--- src/hw/flash_cmd_map.vh ---
`ifndef FLASH_CMD_MAP_VH
`define FLASH_CMD_MAP_VH
`define OP_BLOCK_WIPE 8'hD8
`define OP_CHIP_WIPE_A 8'h60
`define OP_CHIP_WIPE_B 8'hC7
`define OP_DEEP_SLEEP 8'hB9
`define OP_WAKE_ID 8'hAB
`define OP_MAKER_ID 8'h90
`define OP_MAKER_ID_DUAL 8'h92
`define OP_MAKER_ID_QUAD 8'h94
`define ID_ADDR_MAKER_FIRST 24'h000000
`define ID_ADDR_PART_FIRST 24'h000001
`define CLK_MHZ 100
`define BLOCK_WIPE_TIME_US 1000
`define CHIP_WIPE_TIME_US 5000
`define SLEEP_ENTRY_DELAY_US 3
`define WAKE_DELAY_US 3
`define WAKE_IDENTIFY_DELAY_US 5
`define BLOCK_WIPE_CYCLES (`BLOCK_WIPE_TIME_US * `CLK_MHZ)
`define CHIP_WIPE_CYCLES (`CHIP_WIPE_TIME_US * `CLK_MHZ)
`define SLEEP_ENTRY_CYCLES (`SLEEP_ENTRY_DELAY_US * `CLK_MHZ)
`define WAKE_CYCLES (`WAKE_DELAY_US * `CLK_MHZ)
`define WAKE_IDENTIFY_CYCLES (`WAKE_IDENTIFY_DELAY_US * `CLK_MHZ)
`define BLOCK_ADDR_MSB 23
`define BLOCK_ADDR_LSB 16
`endif

--- src/hw/flash_erase_sleep_id.v ---
`timescale 1ns/1ps
`include "flash_cmd_map.vh"
// How it works
// - D8 plus three address bytes erases the 64KB block holding the address.
// - erase runs only if the write latch was already set.
// - block erase counts only if select rises right after the 32nd bit.
// - valid block erase starts timed cycle; busy high, write latch cleared.
// - block erase refused when its block is protected.
// - chip erase is 60 or C7 alone, select rising after bit 8.
// - valid chip erase starts timed cycle; busy high, latch cleared.
// - chip erase runs only with no protection selected.
// - deep sleep is B9 alone, select rising after bit 8.
// - deep sleep entered only after the entry delay elapses.
// - in deep sleep every command except AB is ignored.
// - deep sleep command during a busy cycle is rejected.
// - select rising alone never enters deep sleep.
// - after reset the device starts in standby, not asleep.
// - AB releases deep sleep and high-performance mode.
// - plain AB wake blocks commands for the wake delay.
// - AB plus three dummy bytes repeats the part id msb first from standby; from deep sleep it sends no id.
// - id read that wakes blocks commands for the longer delay.
// - AB ignored while busy.
// - 90 with address 0 sends maker id then part id.
// - address 1 sends part id first.
// - 92 sends the id over two lines, 94 over four.
module flash_erase_sleep_id #(
    parameter [7:0] MAKER_ID = 8'h5A, // arbitrary value
    parameter [7:0] PART_ID = 8'h3C, // arbitrary value
    parameter BLOCK_WIPE_CYCLES = `BLOCK_WIPE_CYCLES,
    parameter CHIP_WIPE_CYCLES = `CHIP_WIPE_CYCLES,
    parameter SLEEP_ENTRY_CYCLES = `SLEEP_ENTRY_CYCLES,
    parameter WAKE_CYCLES = `WAKE_CYCLES,
    parameter WAKE_IDENTIFY_CYCLES = `WAKE_IDENTIFY_CYCLES
) (
    input wire sys_clk,
    input wire rst_n,
    input wire clk_en,
    input wire cs_n,
    input wire sclk,
    input wire [3:0] io_in,
    output reg [3:0] io_out,
    output reg [3:0] io_oe,
    input wire write_unlock_cmd,
    input wire region_protect_bit4,
    input wire [3:0] region_protect_low,
    input wire hpm_set,
    output wire op_busy_flag,
    output wire write_latch_flag,
    output wire deep_sleep_flag,
    output wire hpm_flag,
    output wire cmd_blocked,
    output reg block_wipe_strobe,
    output reg chip_wipe_strobe,
    output reg [7:0] wipe_block_ff
);
    localparam ST_IDLE = 3'd0;
    localparam ST_BWIPE = 3'd1;
    localparam ST_CWIPE = 3'd2;
    localparam ST_SLEEP_GO = 3'd3;
    localparam ST_ASLEEP = 3'd4;
    localparam ST_WAKE = 3'd5;
    localparam [31:0] CNT_ONE = 32'h00000001;

    // three-stage sync; edges judged from stages two and three only
    reg [2:0] cs_sync_ff;
    reg [2:0] ck_sync_ff;
    reg [2:0] d0_sync_ff;
    wire cs_low = ~cs_sync_ff[1] & ~cs_sync_ff[2];
    wire cs_rise = cs_sync_ff[1] & ~cs_sync_ff[2];
    wire cs_fall = ~cs_sync_ff[1] & cs_sync_ff[2];
    wire ck_rise = ck_sync_ff[1] & ~ck_sync_ff[2];
    wire ck_fall = ~ck_sync_ff[1] & ck_sync_ff[2];

    always @(posedge sys_clk or negedge rst_n) begin
        if (!rst_n) begin
            cs_sync_ff <= 3'h7;
            ck_sync_ff <= 3'h0;
            d0_sync_ff <= 3'h0;
        end else if (clk_en) begin
            cs_sync_ff <= {cs_sync_ff[1:0], cs_n};
            ck_sync_ff <= {ck_sync_ff[1:0], sclk};
            d0_sync_ff <= {d0_sync_ff[1:0], io_in[0]};
        end
    end

    reg [2:0] state_ff;
    reg [31:0] cnt_ff;
    reg wel_ff;
    reg hpm_ff;
    reg [5:0] bit_cnt_ff;
    reg [7:0] op_ff;
    reg [23:0] addr_ff;
    reg [7:0] shift_ff;
    reg [3:0] out_bits_ff;
    reg out_second_ff;
    reg [1:0] lanes_ff;
    reg sending_ff;
    wire busy = (state_ff == ST_BWIPE) || (state_ff == ST_CWIPE);
    wire asleep = (state_ff == ST_ASLEEP);
    assign op_busy_flag = busy;
    assign write_latch_flag = wel_ff;
    assign deep_sleep_flag = asleep;
    assign hpm_flag = hpm_ff;
    assign cmd_blocked = (state_ff == ST_WAKE) || (state_ff == ST_SLEEP_GO);

    // sampled bit: shift_ff holds the bits so far, d is the newest
    wire [7:0] op_now = {shift_ff[6:0], d0_sync_ff[2]};

    // protection decode: any nonzero low bits protect part of the array
    wire any_protect = (region_protect_low != 4'h0);
    // bit4 picks the bottom half, else the top half is protected
    wire blk_protected = any_protect &&
        (region_protect_bit4 ? (addr_ff[`BLOCK_ADDR_MSB] == 1'b0) : (addr_ff[`BLOCK_ADDR_MSB] == 1'b1));

    // opcode and address shift on rising sclk, msb first
    always @(posedge sys_clk or negedge rst_n) begin
        if (!rst_n) begin
            bit_cnt_ff <= 6'h00;
            op_ff <= 8'h00;
            addr_ff <= 24'h000000;
            shift_ff <= 8'h00;
        end else if (clk_en) begin
            if (!cs_low) begin
                bit_cnt_ff <= 6'h00;
            end else if (ck_rise && bit_cnt_ff != 6'h3F) begin
                shift_ff <= op_now;
                bit_cnt_ff <= bit_cnt_ff + 6'h01;
                if (bit_cnt_ff == 6'h07) begin
                    op_ff <= op_now;
                end else if (bit_cnt_ff < 6'h20) begin
                    addr_ff <= {addr_ff[22:0], d0_sync_ff[2]};
                end
            end
        end
    end

    // output side: which opcodes may answer at all
    wire is_id_op = (op_ff == `OP_MAKER_ID) || (op_ff == `OP_MAKER_ID_DUAL) || (op_ff == `OP_MAKER_ID_QUAD);
    wire talk_op = is_id_op || (op_ff == `OP_WAKE_ID);

    // byte order picked by the whole 24-bit address matching 000001
    wire [7:0] id_first = (addr_ff == `ID_ADDR_PART_FIRST) ? PART_ID : MAKER_ID;
    wire [7:0] id_second = (addr_ff == `ID_ADDR_PART_FIRST) ? MAKER_ID : PART_ID;
    reg [7:0] out_byte_ff;

    // no answer while erasing, asleep or inside a wake or sleep delay
    wire may_talk = !busy && !asleep && !cmd_blocked;

    // first byte and lane count of a fresh read
    wire [7:0] byte_new = (op_ff == `OP_WAKE_ID) ? PART_ID : id_first;
    wire [1:0] lanes_new = (op_ff == `OP_MAKER_ID_QUAD) ? 2'd2 : (op_ff == `OP_MAKER_ID_DUAL) ? 2'd1 : 2'd0;

    // a read starts on the fall right after the 32nd bit; erase frames
    // of the same length must not light up the output lines
    wire start_talk = ck_fall && (bit_cnt_ff == 6'h20) && !sending_ff && may_talk && talk_op;

    // the starting fall already drives the msb, so the host sees bit 7
    // on the very next rise rather than one beat late
    wire [7:0] cur_byte = sending_ff ? out_byte_ff : byte_new;
    wire [1:0] cur_lanes = sending_ff ? lanes_ff : lanes_new;
    wire [3:0] cur_bits = sending_ff ? out_bits_ff : 4'h0;
    wire cur_second = sending_ff ? out_second_ff : 1'b0;
    // bits moved per fall: one, two or four lanes
    wire [3:0] cur_step = (cur_lanes == 2'd2) ? 4'd4 : (cur_lanes == 2'd1) ? 4'd2 : 4'd1;
    wire [3:0] bits_after = cur_bits + cur_step;

    // shift-out engine; cs high drops every lane at once
    always @(posedge sys_clk or negedge rst_n) begin
        if (!rst_n) begin
            io_out <= 4'h0;
            io_oe <= 4'h0;
            out_byte_ff <= 8'h00;
            out_bits_ff <= 4'h0;
            out_second_ff <= 1'b0;
            lanes_ff <= 2'd0;
            sending_ff <= 1'b0;
        end else if (clk_en) begin
            if (!cs_low) begin
                io_oe <= 4'h0;
                sending_ff <= 1'b0;
            end else if (start_talk || (ck_fall && sending_ff)) begin
                sending_ff <= 1'b1;
                lanes_ff <= cur_lanes;
                // emit msb-first lanes, then advance
                if (cur_lanes == 2'd2) begin
                    io_out <= cur_byte[7:4];
                    io_oe <= 4'hF;
                    out_byte_ff <= {cur_byte[3:0], 4'h0};
                end else if (cur_lanes == 2'd1) begin
                    io_out <= {2'b00, cur_byte[7:6]};
                    io_oe <= 4'h3;
                    out_byte_ff <= {cur_byte[5:0], 2'b00};
                end else begin
                    // single line data leaves on lane one
                    io_out <= {2'b00, cur_byte[7], 1'b0};
                    io_oe <= 4'h2;
                    out_byte_ff <= {cur_byte[6:0], 1'b0};
                end
                out_bits_ff <= bits_after;
                out_second_ff <= cur_second;
                if (bits_after == 4'd8) begin
                    out_bits_ff <= 4'h0;
                    out_second_ff <= ~cur_second;
                    // the wake-id read repeats its byte; id reads alternate
                    if (op_ff == `OP_WAKE_ID) begin
                        out_byte_ff <= PART_ID;
                    end else begin
                        out_byte_ff <= cur_second ? id_first : id_second;
                    end
                end
            end
        end
    end

    // decode at select rise; exact bit count qualifies erase and sleep, AB needs at least 8 bits
    wire len8 = (bit_cnt_ff == 6'h08);
    wire len32 = (bit_cnt_ff == 6'h20);
    wire woke_with_id = (op_ff == `OP_WAKE_ID) && (bit_cnt_ff >= 6'h20);

    always @(posedge sys_clk or negedge rst_n) begin
        if (!rst_n) begin
            state_ff <= ST_IDLE;
            cnt_ff <= 32'h00000000;
            wel_ff <= 1'b0;
            hpm_ff <= 1'b0;
            block_wipe_strobe <= 1'b0;
            chip_wipe_strobe <= 1'b0;
            wipe_block_ff <= 8'h00;
        end else if (clk_en) begin
            block_wipe_strobe <= 1'b0;
            chip_wipe_strobe <= 1'b0;
            if (write_unlock_cmd && !busy && !asleep) begin
                wel_ff <= 1'b1;
            end
            if (hpm_set && !asleep && !busy) begin
                hpm_ff <= 1'b1;
            end
            case (state_ff)
                ST_IDLE: begin
                    if (cs_rise) begin
                        if (op_ff == `OP_BLOCK_WIPE && len32 && wel_ff && !blk_protected) begin
                            state_ff <= ST_BWIPE;
                            cnt_ff <= BLOCK_WIPE_CYCLES;
                            block_wipe_strobe <= 1'b1;
                            wipe_block_ff <= addr_ff[`BLOCK_ADDR_MSB:`BLOCK_ADDR_LSB];
                        end else if ((op_ff == `OP_CHIP_WIPE_A || op_ff == `OP_CHIP_WIPE_B) && len8 && wel_ff &&
                                     !any_protect) begin
                            state_ff <= ST_CWIPE;
                            cnt_ff <= CHIP_WIPE_CYCLES;
                            chip_wipe_strobe <= 1'b1;
                        end else if (op_ff == `OP_DEEP_SLEEP && len8) begin
                            state_ff <= ST_SLEEP_GO;
                            cnt_ff <= SLEEP_ENTRY_CYCLES;
                            hpm_ff <= 1'b0;
                        end else if (op_ff == `OP_WAKE_ID && bit_cnt_ff >= 6'h08) begin
                            hpm_ff <= 1'b0;
                        end
                    end
                end
                ST_BWIPE, ST_CWIPE: begin
                    // latch clears halfway, well before the end
                    if (cnt_ff == (state_ff == ST_BWIPE ? BLOCK_WIPE_CYCLES / 2 : CHIP_WIPE_CYCLES / 2)) begin
                        wel_ff <= 1'b0;
                    end
                    if (cnt_ff == CNT_ONE) begin
                        state_ff <= ST_IDLE;
                        wel_ff <= 1'b0;
                    end
                    cnt_ff <= cnt_ff - CNT_ONE;
                end
                ST_SLEEP_GO: begin
                    cnt_ff <= cnt_ff - CNT_ONE;
                    if (cnt_ff == CNT_ONE) begin
                        state_ff <= ST_ASLEEP;
                    end
                end
                ST_ASLEEP: begin
                    // only the wake command is heard here
                    if (cs_rise && op_ff == `OP_WAKE_ID && bit_cnt_ff >= 6'h08) begin
                        state_ff <= ST_WAKE;
                        hpm_ff <= 1'b0;
                        cnt_ff <= woke_with_id ? WAKE_IDENTIFY_CYCLES : WAKE_CYCLES;
                    end
                end
                ST_WAKE: begin
                    // a new select restarts nothing: commands stay blocked
                    cnt_ff <= cnt_ff - CNT_ONE;
                    if (cnt_ff == CNT_ONE) begin
                        state_ff <= ST_IDLE;
                    end
                end
                default: begin
                    state_ff <= ST_IDLE;
                end
            endcase
        end
    end
endmodule

--- config.mk ---
export PLATFORM = sky130hd
export DESIGN_NAME = flash_erase_sleep_id
export DESIGN_NICKNAME = d
export VERILOG_FILES = /design/src/hw/flash_erase_sleep_id.v
export VERILOG_INCLUDE_DIRS = /design/src /design/src/hw
export SDC_FILE = /design/constraint.sdc
export NUM_CORES = 1
export LEC_CHECK = 0
export BUFFER_PORTS_ARGS = -buffer_cell sky130_fd_sc_hd__buf_2
export CORE_MARGIN = 2
export CORE_UTILIZATION = 35
export DETAILED_ROUTE_END_ITERATION = 10
export HOLD_SLACK_MARGIN = 0.05
export SLEW_MARGIN = 5
export SYNTH_ARGS = -nofsm -noshare
export SYNTH_HDL_FRONTEND = slang
export SYNTH_SLANG_ARGS = --single-unit
--- constraint.sdc ---
create_clock -name sys_clk -period 8.48 [get_ports sys_clk]
set_input_delay 1.272 -clock sys_clk [delete_from_list [all_inputs] [get_ports sys_clk]]
set_output_delay 1.272 -clock sys_clk [all_outputs]
set_load 0.03 [all_outputs]
==> summary.txt <==
Clock network
  – Worst skew pair latency: 430 ps
  – Clock Pin Slew Worst Setup and Hold Paths: 60 ps
  – Total CTS buffers: 17
  – Sink Count: 122
  – H-tree levels: 4
  – Root buf cell: clkbuf_16
  – # Post-CTS Setup Buffers: 0
  – Hold_buf cts: 0
  – Max clock buf depth: 2
  – CTS tree: yes
  – Post-CTS Resized: 0

STA
  – Layout Skew: 9.447 ps
  – Setup TNS: 0 ps
  – Pins Over Slew Limit: 0
  – Worst hold slack: 470.3 ps
  – Final period utilization: 47.41%
  – Final hold vios: 0
  – Endpoints failing setup: 0
  – Max Fclk: 0.2487 GHz
  – RSZ-0062 raised after global routing: no
  – Post-layout min period: 4021 ps
  – Worst Tran Pin Value: 1036 ps
  – Worst slew margin: 30.77%

Worst setup path
  – R2R depth: 13
  – Kind of start point of the critical path: flop
  – R2R Setup Slk: 4460 ps
  – Crit path capture: out_byte_ff[2]$_DFFE_PN0P_
  – Critical path type: flop to flop
  – Req. time, crit path: 8800 ps
  – Critical Path End Type: flop
  – Critical Path AT: 4340 ps
  – R2r startpoint: op_ff[0]$_DFFE_PN0P_
  – Critical R2R Capture: out_byte_ff[2]$_DFFE_PN0P_
  – Crit-path max FO: 9
  – Crit. Startpoint: op_ff[0]$_DFFE_PN0P_

Power and ir drop
  – Sw Ratio: 23.50%
  – NetSw: 0.3540 mW
  – Clock group share of total power: 50.3%
  – Cell leakage power: 3.526 nW
  – Sequential share of power: 41.7%
  – Pwr Total: 1.506 mW
  – Maximum VDD drop: 144.4 uV
  – Combinational Power Share: 8.0%
  – Power per cell area: 196.6 nW/um^2
  – Internal Power: 1.152 mW

Flow run
  – Max cap viols: 0

Synth
  – Syn Inst Count: 679
  – Async SR Flop Fraction: 100.0%
  – Yosys warns: 0
  – Syn_area_per_cell: 9.833 um^2
  – Flop and latch count out of synthesis: 122
  – Ys flop type: dfrtp_1
  – Post-synthesis cell type count: 79
  – Sequential fraction of the synthesis area: 45.78%
  – Synthesized net count: 706
  – Cell Area, Synth: 6676 um^2
  – EDFF count, synth: 0

Route
  – Final WL: 16100 um
  – DR pass1 iterations: 5
  – Post-route DRC: 0
  – First-iteration detailed-routing DRC count: 416
  – Average wire per standard cell: 16.84 um
  – Vias/cell: 5.593
  – Antenna viol nets, final: 0
  – Via count: 5347

Die
  – Ports: 39
  – Die width: 142.1 um
  – Core area: 18710 um^2
  – Initial core utilization: 35.69%
  – Die Span Y: 142.1 um
  – Die area: 20200 um^2
  – # rows: 50

Cells and area
  – ANT cells: 0
  – Fin nets: 736
  – Area grow syn2layout: 14.77%
  – Final core occ: 40.96%
  – Fraction of layout cells with a size suffix above 1: 18.14%

Placement
  – Hpwl dp: 10780 um
  – PortBufs: 35
  – RePlAce Congestion: 0.8645

Min path
  – HP Class: flop to flop
  – Worst hold stages: 2

Global routing
  – Antenna violations before repair: 0
  – Vias in the first global route: 5151
  – GRT overflow: 0
  – Total track usage: 17.04%
  – First-pass GRT wire length: 27190 um
  – Largest net degree at the start of global routing: 70

Status
  – Status: complete, no violations
[synth_stat cells, types with 6 or more instances]
cell	number	area (um^2)
dfrtp_1	119	2978
nand2_1	90	337.8
nor2_1	57	214.0
o21ai_1	31	155.2
o21ai_0	30	150.1
a21oi_1	23	115.1
o31ai_1	22	165.2
nor3_1	21	105.1
mux2_4	20	300.3
nand3_1	19	95.09
clkbuf_1	18	67.56
inv_1	18	67.56
mux2_2	16	180.2
a31oi_1	13	81.33
mux2_1	13	146.4
nor4_1	12	75.07
ha_1	10	125.1
and3_1	9	56.30
and2_1	8	50.05
nand4_1	7	43.79
buf_2	6	30.03
nor4b_1	6	52.55
xnor2_1	6	52.55
[state kept, by name, indices dropped and copies added, names as in the netlist]
| register | flops |
|---|---|
| cnt_ff | 32 |
| addr_ff | 24 |
| op_ff | 8 |
| wipe_block_ff | 8 |
| out_byte_ff | 7 |
| shift_ff | 7 |
| bit_cnt_ff | 6 |
| io_out | 4 |
| out_bits_ff | 4 |
| ck_sync_ff | 3 |
| cs_sync_ff | 3 |
| d0_sync_ff | 3 |
| io_oe | 3 |
| state_ff | 3 |
| lanes_ff | 2 |
| block_wipe_strobe | 1 |
| chip_wipe_strobe | 1 |
| hpm_flag | 1 |
| out_second_ff | 1 |
| write_latch_flag | 1 |
[kinds of logic (layout without fill, tap and decap cells)]
kind of cell / count (synthesis) / after routing / share of synthesized area [%]
buf+inv: 48 / 91 / 3.261
simple gates: 270 / 270 / 21.46
xor+xnor: 8 / 8 / 1.050
flops: 122 / 122 / 45.78
fa+ha+maj: 11 / 11 / 2.174
mux: 50 / 50 / 9.539
compound gates: 170 / 170 / 16.74
[stage by stage]
| step | instances | setup slack [ps] | cell area (um^2) |
|---|---|---|---|
| final | 956 | 4459 | 7662 |
| after CTS | 956 | 4504 | 7662 |
| after detailed placement | 924 | 4487 | 7044 |
| after global placement | 924 | 4530 | 7044 |
| after floorplan | 679 | 5195 | 6676 |
| after global routing | 956 | 4057 | 7662 |
[how the worst min path moves through the flow]
stage                               endpoint                     startpoint  slack [ps]
3_5_place_dp      out_bits_ff[0]$_DFFE_PN0P_     out_bits_ff[0]$_DFFE_PN0P_         460
4_1_cts                io_out[3]$_DFFE_PN0P_          io_out[3]$_DFFE_PN0P_         480
2_1_floorplan         cnt_ff[28]$_DFFE_PN0P_         cnt_ff[28]$_DFFE_PN0P_         440
5_1_grt        block_wipe_strobe$_DFFE_PN0P_  block_wipe_strobe$_DFFE_PN0P_         500
3_3_place_gp      out_bits_ff[0]$_DFFE_PN0P_     out_bits_ff[0]$_DFFE_PN0P_         450
6_report               io_out[1]$_DFFE_PN0P_          io_out[1]$_DFFE_PN0P_         470
[power groups by stage]
stage	clock network (mW)	registers, mW	logic, mW
3_3_place_gp	0	0.638	0.120
4_1_cts	0.774	0.628	0.122
6_report	0.757	0.628	0.121
2_1_floorplan	0	0.631	0.0832
5_1_grt	0.796	0.632	0.137
3_5_place_dp	0	0.638	0.121
[cell usage in the layout (no fill, tap or decap), drive strengths merged, types with 23 or more instances in the layout]
cell / Yosys / layout
clkbuf: 18 / 25
o31ai: 23 / 23
nand2: 90 / 90
mux2: 49 / 49
o21ai: 61 / 61
a21oi: 23 / 23
dfrtp: 119 / 119
buf: 12 / 41
nor2: 57 / 57
nor3: 23 / 23
[final cells by class]
class,instances,area [um^2]
fill,1842,11040
multi-input combinational,509,3405
sequential,122,3057
clock buffer,25,505.5
tap,234,292.8
timing repair buffer,41,222.7
clock inverter,7,112.6
inverter,18,67.56
[worst max-delay path: stages, from the launching register on]
cell	delay [ps]
dfrtp_1	460
nor4_1	400
nand3_1	140
nor4b_1	370
a21oi_1	130
ha_1	370
ha_1	240
fa_1	400
xnor2_1	300
and2_1	240
nand3_1	280
a211oi_1	350
a31oi_1	70
o21ai_0	170
[per-layer routing]
metal | global-route usage, % | vias up | wire length, um | share of wire (%)
met3 | 4.071 | 27 | 791 | 4.9
li1 | - | 2572 | - | -
met2 | 24.18 | 154 | 6893 | 43
met5 | 0 | - | 0 | 0
met1 | 25.01 | 2594 | 8116 | 50
met4 | 6.526 | 0 | 298 | 1.9
Note: power is estimated with default switching activity, not from simulation.
